[config.mk]
export PLATFORM = sky130hd
export DESIGN_NAME = asrc_delay_cutoff_control
export DESIGN_NICKNAME = d
export VERILOG_FILES = /design/src/core/asrc_pkg.sv /design/src/core/asrc_delay_cutoff_control.sv
export SDC_FILE = /design/constraint.sdc
export NUM_CORES = 1
export LEC_CHECK = 0
export ABC_AREA = 1
export BUFFER_PORTS_ARGS = -buffer_cell sky130_fd_sc_hd__clkbuf_2
export CORE_UTILIZATION = 58
export DETAILED_ROUTE_END_ITERATION = 12
export PLACE_DENSITY = 0.78
export SLEW_MARGIN = 0
export SYNTH_ARGS = -nofsm -noshare
export SYNTH_HDL_FRONTEND = slang
export SYNTH_SLANG_ARGS = --single-unit
[constraint.sdc]
create_clock -name clk -period 5.6 [get_ports clk]
set_input_delay 0.56 -clock clk [delete_from_list [all_inputs] [get_ports clk]]
set_output_delay 0.56 -clock clk [all_outputs]
set_load 0.02 [all_outputs]
[src/core/asrc_pkg.sv]
// constants and types for the sample rate converter control core
// How it works
// slow mode corner near 3 Hz, 800 ms
// fast mode corner near 12 Hz, 200 ms
// ratio averages both input and output periods
// frame clocks resynchronised before the loop
// single-pole averaging gives 6 dB/octave
// depth select picks separation; variant forces short
// short mode keeps five locations apart
// long mode keeps 96 locations apart
// upsampling uses 64 taps
// downsampling taps grow linearly to 128
// pointer crossing raises mute
// long plus fast absorbs 2:1 step
// downsampling scales coefficient step by ratio
// downsampling cutoff follows output rate
// upsampling cutoff follows input rate
// cutoff smoothed by single-pole filter
// cutoff code on 300 Hz grid, hysteresis
// tap counts stay even, linear phase
// write address counts input frames
// settle speed change adopted on the fly
// reset gives 1:1, mute 128+ cycles
// mute holds until separation regained
// filter delay is half the tap count
package asrc_pkg;
    localparam int              CLK_HZ          = 50_000_000;
    localparam int              SLOW_SETTLE_MS  = 800;
    localparam int              FAST_SETTLE_MS  = 200;
    localparam int              SLOW_SETTLE_CYC = SLOW_SETTLE_MS * (CLK_HZ / 1000);
    localparam int              FAST_SETTLE_CYC = FAST_SETTLE_MS * (CLK_HZ / 1000);
    localparam int              SETTLE_W        = 26;
    localparam int              MIN_MUTE_CYC    = 128;
    localparam int              SLOW_SHIFT      = 11;      // about 3 Hz corner at 48 kHz frames
    localparam int              FAST_SHIFT      = 9;       // four times wider corner
    localparam int              PER_W           = 16;
    localparam int              FRAC_W          = 12;
    localparam logic [15:0]     NOM_PERIOD      = 16'h0411;
    localparam logic [6:0]      SHORT_SEP       = 7'h05;
    localparam logic [6:0]      LONG_SEP        = 7'h60;
    localparam logic [6:0]      FIFO_TOP        = 7'h7f;
    localparam logic [9:0]      UNITY_Q         = 10'h100;
    localparam logic [9:0]      HALF_Q          = 10'h080;
    localparam logic [9:0]      Q_MAX           = 10'h3ff;
    localparam logic [7:0]      BASE_TAPS       = 8'h40;
    localparam logic [7:0]      MAX_TAPS        = 8'h80;
    localparam int              CUTOFF_NUM      = int'(64'(CLK_HZ) * 64'd20000 / 64'd44100);
    localparam logic [16:0]     GRID_HZ         = 17'h0012c;
    localparam int              SMOOTH_SHIFT    = 4;
    localparam logic [5:0]      DIV_LAST        = 6'h1f;
    typedef enum logic {DIV_IDLE, DIV_RUN} div_state_t;
endpackage

[src/core/asrc_delay_cutoff_control.sv]
// ratio tracking, fifo pointer separation, mute and cutoff/tap scaling
`timescale 1ns/1ps
module asrc_delay_cutoff_control
    import asrc_pkg::*;
#(
    parameter int   SETTLE_SLOW_CYC  = SLOW_SETTLE_CYC,
    parameter int   SETTLE_FAST_CYC  = FAST_SETTLE_CYC,
    parameter logic HAS_DELAY_SELECT = 1'b1
) (
    input  wire logic         clk,
    input  wire logic         arst_n,
    input  wire logic         input_frame_clk,
    input  wire logic         output_frame_clk,
    input  wire logic         delay_depth_select,
    input  wire logic         settle_speed_select,
    output logic              mute,
    output logic [6:0]        write_addr,
    output logic [6:0]        read_addr,
    output logic [9:0]        ratio_q,
    output logic [7:0]        tap_count,
    output logic [6:0]        filter_delay,
    output logic [7:0]        total_delay,
    output logic [6:0]        cutoff_code,
    output logic [9:0]        rom_step,
    output logic              out_valid,
    input  wire logic         out_ready,
    output logic [6:0]        out_addr,
    output logic [9:0]        out_step
);
    // pin resynchroniser: a level counts once stages two and three agree
    logic [3:0]          s1, s2, s3, lv;
    logic [1:0]          rise;
    wire logic [3:0]     pins = {settle_speed_select, delay_depth_select, output_frame_clk, input_frame_clk};
    wire logic [3:0]     next_lv = (s2 & s3) | (lv & (s2 | s3));
    wire logic           in_evt = rise[0];
    wire logic           out_evt = rise[1];
    wire logic           long_mode = HAS_DELAY_SELECT & lv[2];
    wire logic           slow_mode = lv[3];

    always_ff @(posedge clk or negedge arst_n) begin
        if (!arst_n) begin
            s1 <= '0;
            s2 <= '0;
            s3 <= '0;
            lv <= '0;
            rise <= '0;
        end else begin
            s1 <= pins;
            s2 <= s1;
            s3 <= s2;
            lv <= next_lv;
            rise <= next_lv[1:0] & ~lv[1:0];
        end
    end

    // per-clock period estimate; both feed the ratio so jitter on either is averaged
    logic [PER_W-1:0]    est_int [2];
    for (genvar i = 0; i < 2; i++) begin : g_per
        logic [PER_W-1:0]              cnt;
        logic [PER_W+FRAC_W-1:0]       est;
        wire logic signed [PER_W+FRAC_W:0] diff =
            $signed({1'b0, cnt, {FRAC_W{1'b0}}}) - $signed({1'b0, est});
        wire logic signed [PER_W+FRAC_W:0] step = slow_mode ? (diff >>> SLOW_SHIFT) : (diff >>> FAST_SHIFT);
        always_ff @(posedge clk or negedge arst_n) begin
            if (!arst_n) begin
                cnt <= 16'h0001;
                est <= {NOM_PERIOD, {FRAC_W{1'b0}}};
            end else if (rise[i]) begin
                cnt <= 16'h0001;
                est <= est + (PER_W + FRAC_W)'(step);
            end else if (cnt != '1) begin
                cnt <= cnt + 16'h0001;
            end
        end
        assign est_int[i] = est[PER_W+FRAC_W-1:FRAC_W];
    end
    wire logic [PER_W-1:0] est_in = est_int[0];
    wire logic [PER_W-1:0] est_out = est_int[1];

    // shared serial divider alternates between the rate ratio and the raw cutoff
    div_state_t          div_state;
    logic                div_op;
    logic [31:0]         div_num;
    logic [PER_W:0]      div_rem;
    logic [PER_W-1:0]    div_den;
    logic [5:0]          div_cnt;
    logic [15:0]         cut_raw;
    logic                cut_new;
    wire logic [PER_W:0] div_shift = {div_rem[PER_W-1:0], div_num[31]};
    wire logic           div_ge = div_shift >= {1'b0, div_den};
    wire logic [31:0]    quo = {div_num[30:0], div_ge};
    wire logic [PER_W-1:0] slow_per = (est_in > est_out) ? est_in : est_out;
    wire logic           next_op = ~div_op;
    wire logic [PER_W-1:0] next_den = next_op ? est_out : slow_per;
    wire logic [31:0]    next_num = next_op ? {8'h00, est_in, 8'h00} : 32'(CUTOFF_NUM);

    always_ff @(posedge clk or negedge arst_n) begin
        if (!arst_n) begin
            div_state <= DIV_IDLE;
            div_op <= 1'b0;
            div_num <= '0;
            div_rem <= '0;
            div_den <= '0;
            div_cnt <= '0;
            ratio_q <= UNITY_Q;
            cut_raw <= '0;
            cut_new <= 1'b0;
        end else begin
            cut_new <= 1'b0;
            case (div_state)
                DIV_IDLE: begin
                    div_state <= DIV_RUN;
                    div_op <= next_op;
                    div_num <= next_num;
                    div_den <= (next_den == '0) ? 16'h0001 : next_den;
                    div_rem <= '0;
                    div_cnt <= '0;
                end
                DIV_RUN: begin
                    div_rem <= div_ge ? div_shift - {1'b0, div_den} : div_shift;
                    div_num <= quo;
                    div_cnt <= div_cnt + 6'h01;
                    if (div_cnt == DIV_LAST) begin
                        div_state <= DIV_IDLE;
                        if (div_op) begin
                            ratio_q <= (quo > 32'(Q_MAX)) ? Q_MAX : quo[9:0];
                        end else begin
                            cut_raw <= (quo > 32'h0000ffff) ? 16'hffff : quo[15:0];
                            cut_new <= 1'b1;
                        end
                    end
                end
                default: div_state <= DIV_IDLE;
            endcase
        end
    end

    // tap count and coefficient step from the ratio; even counts keep the filter symmetric
    wire logic           down = ratio_q < UNITY_Q;
    wire logic [9:0]     q_c = (ratio_q < HALF_Q) ? HALF_Q : ratio_q;
    wire logic [9:0]     q_gap = UNITY_Q - q_c;
    wire logic [7:0]     next_taps = down ? BASE_TAPS + {q_gap[8:2], 1'b0} : BASE_TAPS;
    wire logic [9:0]     next_step = down ? q_c : UNITY_Q;

    // cutoff smoothing, then grid selection with one grid step of dead band
    logic [PER_W+SMOOTH_SHIFT-1:0] smooth;
    wire logic signed [PER_W+SMOOTH_SHIFT:0] sm_diff =
        $signed({1'b0, cut_raw, {SMOOTH_SHIFT{1'b0}}}) - $signed({1'b0, smooth});
    wire logic [16:0]    code_hz = 17'(cutoff_code) * GRID_HZ;
    wire logic [16:0]    sm_hz = {1'b0, smooth[PER_W+SMOOTH_SHIFT-1:SMOOTH_SHIFT]};
    wire logic           code_up = (sm_hz >= code_hz + GRID_HZ + GRID_HZ) && (cutoff_code != '1);
    wire logic           code_dn = (sm_hz < code_hz) && (cutoff_code != '0);

    always_ff @(posedge clk or negedge arst_n) begin
        if (!arst_n) begin
            smooth <= '0;
            cutoff_code <= '0;
            tap_count <= BASE_TAPS;
            filter_delay <= BASE_TAPS[7:1];
            rom_step <= UNITY_Q;
        end else begin
            if (cut_new) begin
                smooth <= smooth + (PER_W + SMOOTH_SHIFT)'(sm_diff >>> SMOOTH_SHIFT);
            end
            if (code_up) begin
                cutoff_code <= cutoff_code + 7'h01;
            end else if (code_dn) begin
                cutoff_code <= cutoff_code - 7'h01;
            end
            tap_count <= next_taps;
            filter_delay <= next_taps[7:1];
            rom_step <= next_step;
        end
    end

    // fifo pointers: writer follows input frames, reader advances per output word
    logic                hold, cross_mute, out_pend, tail_v;
    wire logic [6:0]     target = long_mode ? LONG_SEP : SHORT_SEP;
    wire logic [6:0]     sep = write_addr - read_addr;
    wire logic           push = out_pend && !tail_v;
    wire logic           underflow = push && !hold && (sep <= 7'h01);
    wire logic           overflow = in_evt && (sep == FIFO_TOP);
    wire logic           adv = push && !hold && !underflow;
    wire logic           regained = sep >= target;
    wire logic [6:0]     next_wr = write_addr + {6'h00, in_evt};

    always_ff @(posedge clk or negedge arst_n) begin
        if (!arst_n) begin
            write_addr <= '0;
            read_addr <= '0;
            hold <= 1'b1;
            cross_mute <= 1'b1;
            out_pend <= 1'b0;
        end else begin
            write_addr <= next_wr;
            if (overflow) begin
                read_addr <= next_wr - target;
            end else if (adv) begin
                read_addr <= read_addr + 7'h01;
            end
            hold <= underflow | (hold & ~regained);
            cross_mute <= underflow | overflow | (cross_mute & ~regained);
            out_pend <= out_evt | (out_pend & ~push);
        end
    end

    // startup mute: at least the minimum and for the settle time of the chosen speed
    logic [SETTLE_W-1:0] settle_cnt;
    wire logic [SETTLE_W-1:0] settle_need = slow_mode ? SETTLE_W'(SETTLE_SLOW_CYC) : SETTLE_W'(SETTLE_FAST_CYC);
    wire logic           startup = (settle_cnt < settle_need) || (settle_cnt < SETTLE_W'(MIN_MUTE_CYC));

    always_ff @(posedge clk or negedge arst_n) begin
        if (!arst_n) begin
            settle_cnt <= '0;
            mute <= 1'b1;
            total_delay <= '0;
        end else begin
            if (startup) begin
                settle_cnt <= settle_cnt + 1'b1;
            end
            mute <= startup | cross_mute;
            total_delay <= {1'b0, target} + {1'b0, filter_delay};
        end
    end

    // two-entry buffer: head drives the ports, tail absorbs one word while stalled
    logic [6:0]          tail_addr;
    logic [9:0]          tail_step;
    wire logic           pop = out_valid && out_ready;

    always_ff @(posedge clk or negedge arst_n) begin
        if (!arst_n) begin
            tail_v <= 1'b0;
            tail_addr <= '0;
            tail_step <= '0;
            out_valid <= 1'b0;
            out_addr <= '0;
            out_step <= '0;
        end else if (tail_v) begin
            if (pop) begin
                out_addr <= tail_addr;
                out_step <= tail_step;
                tail_v <= 1'b0;
            end
        end else if (push) begin
            if (!out_valid || pop) begin
                out_addr <= read_addr;
                out_step <= rom_step;
                out_valid <= 1'b1;
            end else begin
                tail_addr <= read_addr;
                tail_step <= rom_step;
                tail_v <= 1'b1;
            end
        end else if (pop) begin
            out_valid <= 1'b0;
        end
    end
endmodule

==> parameters.txt, run 1 <==
Parameter                              Value

Run status
  Outcome    finished clean

Setup path
  Max Fanout on Critical Path    5
  Critical path start-end classification    flip-flop to flip-flop
  Cell at the slowest stage of the critical path    fa_1
  Register-to-Register Path Depth    33
  Kind of start point of the critical path    flip-flop
  Worst reg2reg startpoint    cutoff_code[5]$_DFFE_PN0P_
  CP required    6090 ps
  Most prevalent standard cell on the critical path    nand2_1
  Reg2Reg Capture Point    cutoff_code[5]$_DFFE_PN0P_
  Delay of the slowest cell on the worst path    490 ps
  CP arrival    just under 6000 ps
  Element type at the critical path end    flip-flop
  Cell family with most CP delay    adder cells
  Combined buffer and inverter count along the critical path    5
  Flop-to-flop setup slack    190 ps

Timing
  Worst-case clock skew    22.3 ps
  Pins over their slew limit    0
  Setup repair after global routing missed its margin    yes
  Least-Margin Pin Slew    1180 ps
  # setup viols final    0
  Post-route worst hold slack    between 30 and 40 ps
  Achievable clock frequency    185 MHz
  Final period utilization    96.7%
  Tmin final    5410 ps
  Number of failing hold endpoints at the final stage    0
  Relative slew margins    20.9%

Placement
  HPWL after detailed placement    approximately 50 mm
  RePlAce Congestion    between 0.9 and 1
  Port Buf Inserts    slightly below 90
  Placement Cell Area    approximately 26000 um^2

Cells and area
  Number of fillers in the final layout    roughly 3600
  Area grow syn2layout    10.9%
  Nets    3699
  Most common cell after layout, fill and taps aside    nand2_1
  Post-route cell area    27900 um^2
  Top library cells by usage in the layout, fill and taps aside    nand2_1 (767), inv_1 (381), dfrtp_1 (323)
  Share of post-route cells with drive strength above 1    9.94%
  Antenna diode count    0

Global routing
  Antenna violations before repair    0
  Largest net degree at the start of global routing    125
  GRT Residual Overflow    0
  Number of global-route vias before repair    22397
  Wire length of the first global-routing pass    110 mm
  Total global routing track utilization    30.2%

Power and ir drop
  PD cells    511 nW/um^2
  Leakage dissipation    14.3 nW
  Worst IR drop on VDD    between 0.5 and 0.6 mV
  Final total power    14.3 mW

Detailed routing
  Length of the first detailed-routing pass in iterations    6
  Post-detailed-route DRC marker count    0
  Number of vias per cell after detailed routing    roughly 5.8
  Wire length after detailed routing    between 60 and 70 mm
  DRT iter0 DRCs    1745
  ANT nets after route    0
  Vias    between 20000 and 25000
  Routed wire length per instance    16.4 um

Die
  Placeable core region    42300 um^2
  Effective utilization at floorplan    59.5%
  Die Y-Extent    around 210 um
  IO Pins    90
  Horiz. Die Dim    210 um
  Floorplan row count    75
  Area of the die    44200 um^2

CTS
  Later-pin clock latency in the skew report    570 ps
  H-tree Lvls    2
  Clk sink count    between 300 and 400
  TritonCTS clock tree    yes
  Total CTS buffers    39
  Maximum root-to-sink buffer count    3
  Number of buffers added to fix hold violations after cts    0
  Clock transition time at the flip-flop clock pins of the worst setup and hold paths    roughly 60 ps
  Root Buffer    clkbuf_16

Logic synthesis
  Number of distinct library cells after synthesis    69
  Fraction of registers with async set or reset after synthesis    100%
  Total of flip-flops plus latches after synthesis    between 300 and 400
  Avg Inst Size Synth    about 7.5 um^2
  Predominant post-synthesis flop cell    dfrtp_1
  Number of enable-type register cells in the synthesized netlist    0
  Synth Cell Area    25200 um^2
  Gate count of the mapped netlist    roughly 3300
  Seq/Total Area, Yosys    33.6%
  Synth warn    0

Run
  Max-cap violations    0

Hold path
  Type of the worst min-delay path    input pin to asynchronous set/reset pin
==> cell usage after synthesis (11+ instances only) <==
cell / instances / area share (%)
xnor2_1: 43 / 1.5
a2bb2oi_1: 18 / 0.63
nor4_1: 29 / 0.72
nand3b_1: 13 / 0.39
inv_1: 383 / 5.7
xor2_1: 99 / 3.4
o21bai_1: 18 / 0.54
nand4_1: 49 / 1.2
or2_2: 42 / 1.0
dfrtp_1: 323 / 32
nor3_1: 55 / 1.1
a31oi_1: 36 / 0.90
a21o_1: 19 / 0.57
dfstp_2: 14 / 1.5
nor2_1: 240 / 3.6
o21ai_0: 256 / 5.1
clkbuf_1: 53 / 0.79
a21oi_1: 230 / 4.6
mux2_2: 11 / 0.49
nand2_2: 16 / 0.40
fa_1: 11 / 0.88
nand2_1: 777 / 12
nand3_1: 191 / 3.8
a211oi_1: 11 / 0.33
ha_1: 260 / 13
==> flip-flops by register name (all words and copies together), names as in the netlist, 8 cells and up <==
signal       flops
cut_raw         16
div_den         16
div_num         32
div_rem         16
g_per.cnt       32
g_per.est       56
out_step        10
ratio_q         10
rom_step        10
settle_cnt      26
smooth          20
tail_step       10
total_delay      8
==> cell type report <==
type                       instances  area, um^2  share of cell area (%)
timing repair buffer             120         703                    2.52
sequential                       337        8450                    30.3
clock buffer                      47        1070                    3.82
multi-input combinational       2532       15200                    54.4
inverter                         391        1470                    5.26
tap                              577         722                    2.59
clock inverter                    24         318                    1.14
==> routing by layer <==
| layer | routed length, um | share of wire, % | up-vias | GRT usage (%) |
|---|---|---|---|---|
| li1 | - | - | 11360 | - |
| met1 | 30000 | 45 | 11013 | 40.8 |
| met2 | 30700 | 46 | 675 | 50.7 |
| met3 | 3410 | 5.2 | 146 | 3.65 |
| met4 | 2020 | 3.1 | 0 | 9.56 |
| met5 | 0 | 0 | - | 0 |
==> how the worst max path moves through the flow <==
stage | startpoint | to | depth (start not counted)
after floorplan | cutoff_code[5]$_DFFE_PN0P_ | cutoff_code[5]$_DFFE_PN0P_ | 35
after global placement | cutoff_code[3]$_DFFE_PN0P_ | cutoff_code[5]$_DFFE_PN0P_ | 35
after detailed placement | cutoff_code[3]$_DFFE_PN0P_ | cutoff_code[5]$_DFFE_PN0P_ | 35
after CTS | cutoff_code[3]$_DFFE_PN0P_ | cutoff_code[6]$_DFFE_PN0P_ | 36
after global routing | cutoff_code[4]$_DFFE_PN0P_ | cutoff_code[5]$_DFFE_PN0P_ | 32
final | cutoff_code[5]$_DFFE_PN0P_ | cutoff_code[5]$_DFFE_PN0P_ | 33
==> cells by family (layout without fill, tap and decap cells) <==
group           after synthesis  count (layout)  synth area share (%)
mux                          13              13                 0.572
compound gates              664             664                  15.0
fa+ha+maj                   273             273                  13.9
simple gates               1436            1436                  24.7
other cells                   1               2                0.0149
flops                       337             337                  33.6
buf+inv                     465             582                  7.15
xor+xnor                    144             144                  5.07
==> through the flow <==
stage,worst slack [ps],setup TNS [ps],utilization (%),cells
6_report,186,0,65.9,4028
5_1_grt,-95.0,-185,65.9,4028
4_1_cts,13.8,0,65.2,4018
3_5_place_dp,10.1,0,61.9,3947
3_3_place_gp,134,0,61.9,3947
2_1_floorplan,220,0,-,3334
==> where the power goes <==
group | leakage [nW] | total (mW) | internal, mW | switching (mW)
Clock | 0.675 | 2.76 | 1.65 | 1.11
Sequential | 4.29 | 3.50 | 2.98 | 0.526
Combinational | 9.38 | 7.98 | 2.87 | 5.11
Total | 14.3 | 14.3 | 7.50 | 6.75
==> what timing repair did <==
| item | in CTS | in global routing |
|---|---|---|
| hold endpoints to repair | 0 | 0 |
| pin swaps | 0 | 34 |
| setup buffers | 0 | 10 |
| gates resized for setup | 2 | 45 |
| endpoints found under the setup margin | 2 | 4 |
Note: power is estimated with default switching activity, not from simulation.
==> inputs of run 2 (changes only) <==
--- a/config.mk
+++ b/config.mk
@@ -5,11 +5,12 @@
 export SDC_FILE = /design/constraint.sdc
 export NUM_CORES = 1
 export LEC_CHECK = 0
-export ABC_AREA = 1
 export BUFFER_PORTS_ARGS = -buffer_cell sky130_fd_sc_hd__clkbuf_2
-export CORE_UTILIZATION = 58
+export CORE_ASPECT_RATIO = 1.25
+export CORE_UTILIZATION = 57
+export CTS_CLUSTER_SIZE = 12
 export DETAILED_ROUTE_END_ITERATION = 12
-export PLACE_DENSITY = 0.78
+export PLACE_DENSITY = 0.77
 export SLEW_MARGIN = 0
 export SYNTH_ARGS = -nofsm -noshare
 export SYNTH_HDL_FRONTEND = slang
==> run 2 against run 1 <==
  * The flow now finishes with violations (setup timing)
  * Total power decreased by 2.2%
  * Cell area decreased by 6.6%
  * Synthesized cell count down 27%
  * Flip-flop and latch count did not move
==> parameters.txt, run 2 <==
Parameter                              Value

Cells and area
  Area grow syn2layout    13.5% (was 10.9%)
  Number of flip-flops in the largest register    56 (unchanged)
  Most common cell after layout, fill and taps aside    dfrtp_1 (was nand2_1)
  Antenna diode count    0 (unchanged)
  Combined flip-flop and latch cell area    8460 um^2 (was 8450 um^2)
  Share of post-route cells with drive strength above 1    15.1% (was 9.94%)
  Number of fillers in the final layout    3107 (was 3597)
  Area of the multi-input gates    14100 um^2 (was 15200 um^2)
  Largest register by flop count    g_per.est (unchanged)
  Top Registers    g_per.est: 56 flops, div_num: 32 flops, g_per.cnt: 32 flops (unchanged)
  Nets    2855 (was 3699)
  Number of standard cells in the final layout excluding fillers    3101 (was 4028)
  Top library cells by usage in the layout, fill and taps aside    dfrtp_1 (312), ha_1 (248), nor2_1 (200) (was nand2_1 (767), inv_1 (381), dfrtp_1 (323))

Timing
  Number of failing hold endpoints at the final stage    0 (unchanged)
  Relative slew margins    13.3% (was 20.9%)
  Worst-case clock skew    17.4 ps (was 22.3 ps)
  Crit path setup slack, layout    -348 ps (was 186 ps)
  Final period utilization    106% (was 96.7%)
  Tmin final    5950 ps (was 5410 ps)
  Achievable clock frequency    168 MHz (was 185 MHz)
  Pins over their slew limit    0 (unchanged)
  Post-Route Setup TNS    -608 ps (was 0 ps)
  Least-Margin Pin Slew    1300 ps (was 1180 ps)
  Post-route worst hold slack    78.3 ps (was 36.2 ps)
  # setup viols final    3 (was 0)
  Setup repair after global routing missed its margin    yes (unchanged)

Die
  IO Pins    90 (unchanged)
  Die Y-Extent    226 um (was 210 um)
  Area of the die    41100 um^2 (was 44200 um^2)
  Horiz. Die Dim    181 um (was 210 um)
  Effective utilization at floorplan    58.2% (was 59.5%)
  Placeable core region    39400 um^2 (was 42300 um^2)
  Floorplan row count    81 (was 75)

Setup path
  Delay of the slowest cell on the worst path    490 ps (about the same)
  Max Fanout on Critical Path    4 (was 5)
  Flop-to-flop setup slack    -350 ps (was 190 ps)
  Kind of start point of the critical path    flip-flop (unchanged)
  Most prevalent standard cell on the critical path    ha_4 (was nand2_1)
  Cell at the slowest stage of the critical path    fa_1 (unchanged)
  Critical path start-end classification    flip-flop to flip-flop (unchanged)
  CP required    6050 ps (was 6090 ps)
  Cell family with most CP delay    adder cells (unchanged)
  Element type at the critical path end    flip-flop (unchanged)
  CP arrival    6400 ps (was 5900 ps)
  Combined buffer and inverter count along the critical path    4 (was 5)

Power and ir drop
  Worst IR drop on VDD    0.455 mV (was 0.502 mV)
  PD cells    535 nW/um^2 (was 511 nW/um^2)
  Leakage dissipation    12.5 nW (was 14.3 nW)

Detailed routing
  Post-detailed-route DRC marker count    0 (unchanged)
  Wire length after detailed routing    51.5 mm (was 66.1 mm)
  Vias    18158 (was 23194)
  Routed wire length per instance    16.6 um (was 16.4 um)
  Number of vias per cell after detailed routing    5.86 (was 5.76)
  Length of the first detailed-routing pass in iterations    5 (was 6)
  ANT nets after route    0 (unchanged)
  DRT iter0 DRCs    897 (was 1745)

Logic synthesis
  Fraction of registers with async set or reset after synthesis    100% (unchanged)
  Total of flip-flops plus latches after synthesis    337 (unchanged)
  Number of enable-type register cells in the synthesized netlist    0 (unchanged)
  Synth warn    0 (unchanged)
  Area share of the leading cell type in the synthesized netlist    35.2% (was 32.1%)
  Seq/Total Area, Yosys    36.8% (was 33.6%)
  Top cell type by total area after synthesis    dfrtp_1 (unchanged)
  Predominant post-synthesis flop cell    dfrtp_1 (unchanged)
  Gate count of the mapped netlist    2433 (was 3333)
  Avg Inst Size Synth    9.43 um^2 (was 7.55 um^2)
  Number of distinct library cells after synthesis    80 (was 69)
  Synth Cell Area    23000 um^2 (was 25200 um^2)
  Main area contributors after synthesis    dfrtp_1 (35%), ha_1 (14%), xnor2_1 (5.5%) (was dfrtp_1 (32%), ha_1 (13%), nand2_1 (12%))
  Most frequent cells after synthesis    dfrtp_1 (323), ha_1 (260), nor2_1 (203) (was nand2_1 (777), inv_1 (383), dfrtp_1 (323))
  Leading cell type by number of instances after synthesis    dfrtp_1 (was nand2_1)

Placement
  HPWL after detailed placement    38.0 mm (was 49.8 mm)
  Post-placement cell count    3021 (was 3947)
  RePlAce Congestion    0.899 (was 0.976)
  Port Buf Inserts    88 (unchanged)

CTS
  TritonCTS clock tree    yes (unchanged)
  Number of buffers added to fix hold violations after cts    0 (unchanged)
  Maximum root-to-sink buffer count    3 (unchanged)
  Later-pin clock latency in the skew report    550 ps (was 570 ps)
  Root Buffer    clkbuf_16 (unchanged)
  Clock transition time at the flip-flop clock pins of the worst setup and hold paths    60 ps (about the same)
  Clk sink count    337 (unchanged)
  H-tree Lvls    2 (unchanged)
  Total CTS buffers    38 (was 39)

Run status
  Outcome    complete, but fails checks (was finished clean)
  Violations in the final reports    setup timing

Global routing
  Global Route met3 Usage    3.26% (was 3.65%)
  Antenna violations before repair    0 (unchanged)
  GRT Residual Overflow    0 (unchanged)
  Total global routing track utilization    25.3% (was 30.2%)
  Wire length of the first global-routing pass    86.3 mm (was 110 mm)
  Routing layer with the top usage in global route    met2 (unchanged)
  GR Layer Usage met1    30.1% (was 40.8%)
  Number of global-route vias before repair    18278 (was 22397)
  Met2 Usage GRT    46.4% (was 50.7%)
  Largest net degree at the start of global routing    146 (was 125)

Run
  Max-cap violations    0 (unchanged)

Hold path
  Type of the worst min-delay path    input pin to asynchronous set/reset pin (unchanged)
## run 2: layout make-up
type                            instances  area share [%]
Multi-Input combinational cell       1879            53.9
Sequential cell                       337            32.5
Timing Repair Buffer                  173            4.30
Clock buffer                           53            4.13
Tap cell                              498            2.39
Inverter                              148            2.14
Clock inverter                         13           0.610
## run 2: final timing paths
path,cells past startpoint,startpoint,to
min reg2reg,0,s1[0]$_DFF_PN0_,s2[0]$_DFF_PN0_
min in group clk,1,output_frame_clk,s1[1]$_DFF_PN0_
max,30,cutoff_code[3]$_DFFE_PN0P_,cutoff_code[6]$_DFFE_PN0P_
max reg2reg,30,cutoff_code[3]$_DFFE_PN0P_,cutoff_code[6]$_DFFE_PN0P_
max in group asynchronous,2,arst_n,smooth[15]$_DFFE_PN0P_
min,1,arst_n,write_addr[3]$_DFF_PN0_
## run 2: stage by stage
stage          util, %  setup slack, ps  power, mW  area, um^2
2_1_floorplan        -             -196       9.41       23100
3_3_place_gp      62.1             -161       10.9       24500
3_5_place_dp      62.1             -270       11.2       24500
4_1_cts           65.5             -289       13.8       25800
5_1_grt           66.1             -606       15.0       26100
6_report          66.1             -348       13.9       26100
## run 2: where the power goes
group,internal (mW),switching [mW],total (mW)
clock,1.45,1.04,2.49
combinational,3.52,4.33,7.84
sequential,3.01,0.594,3.60
## run 2: cells by family (layout without fill, tap and decap cells)
| group | after synthesis | after routing | synth area share, % |
|---|---|---|---|
| AO/OA/AOI/OAI | 545 | 545 | 15.3 |
| buffers and inverters | 218 | 387 | 3.71 |
| multiplexers | 116 | 116 | 5.36 |
| AND/OR/NAND/NOR | 717 | 717 | 14.9 |
| adder cells (fa/ha/maj) | 275 | 275 | 15.3 |
| flip-flops | 337 | 337 | 36.8 |
| other | 1 | 2 | 0.0163 |
| XOR/XNOR | 224 | 224 | 8.58 |
## run 2: metal layers
layer | vias up | wire [um]
met5 | - | 0
met1 | 8733 | 21600
met3 | 122 | 1810
met2 | 376 | 26300
met4 | 0 | 1770
li1 | 8927 | -
## run 2: worst reg2reg max path, delay by kind of cell (launching register included)
family	cells	cell delay (ps)
adder cells (fa/ha/maj)	7	2150
AO/OA/AOI/OAI	10	1650
AND/OR/NAND/NOR	7	920
flip-flops	1	430
buffers and inverters	4	330
multiplexers	1	250
XOR/XNOR	1	150
## run 2: repair_timing
action,in CTS,in global routing
endpoints found under the hold margin,0,0
endpoints found under the setup margin,4,15
buffers inserted,6,12
pin swaps,7,35
cloned,0,0
gates resized for setup,12,36
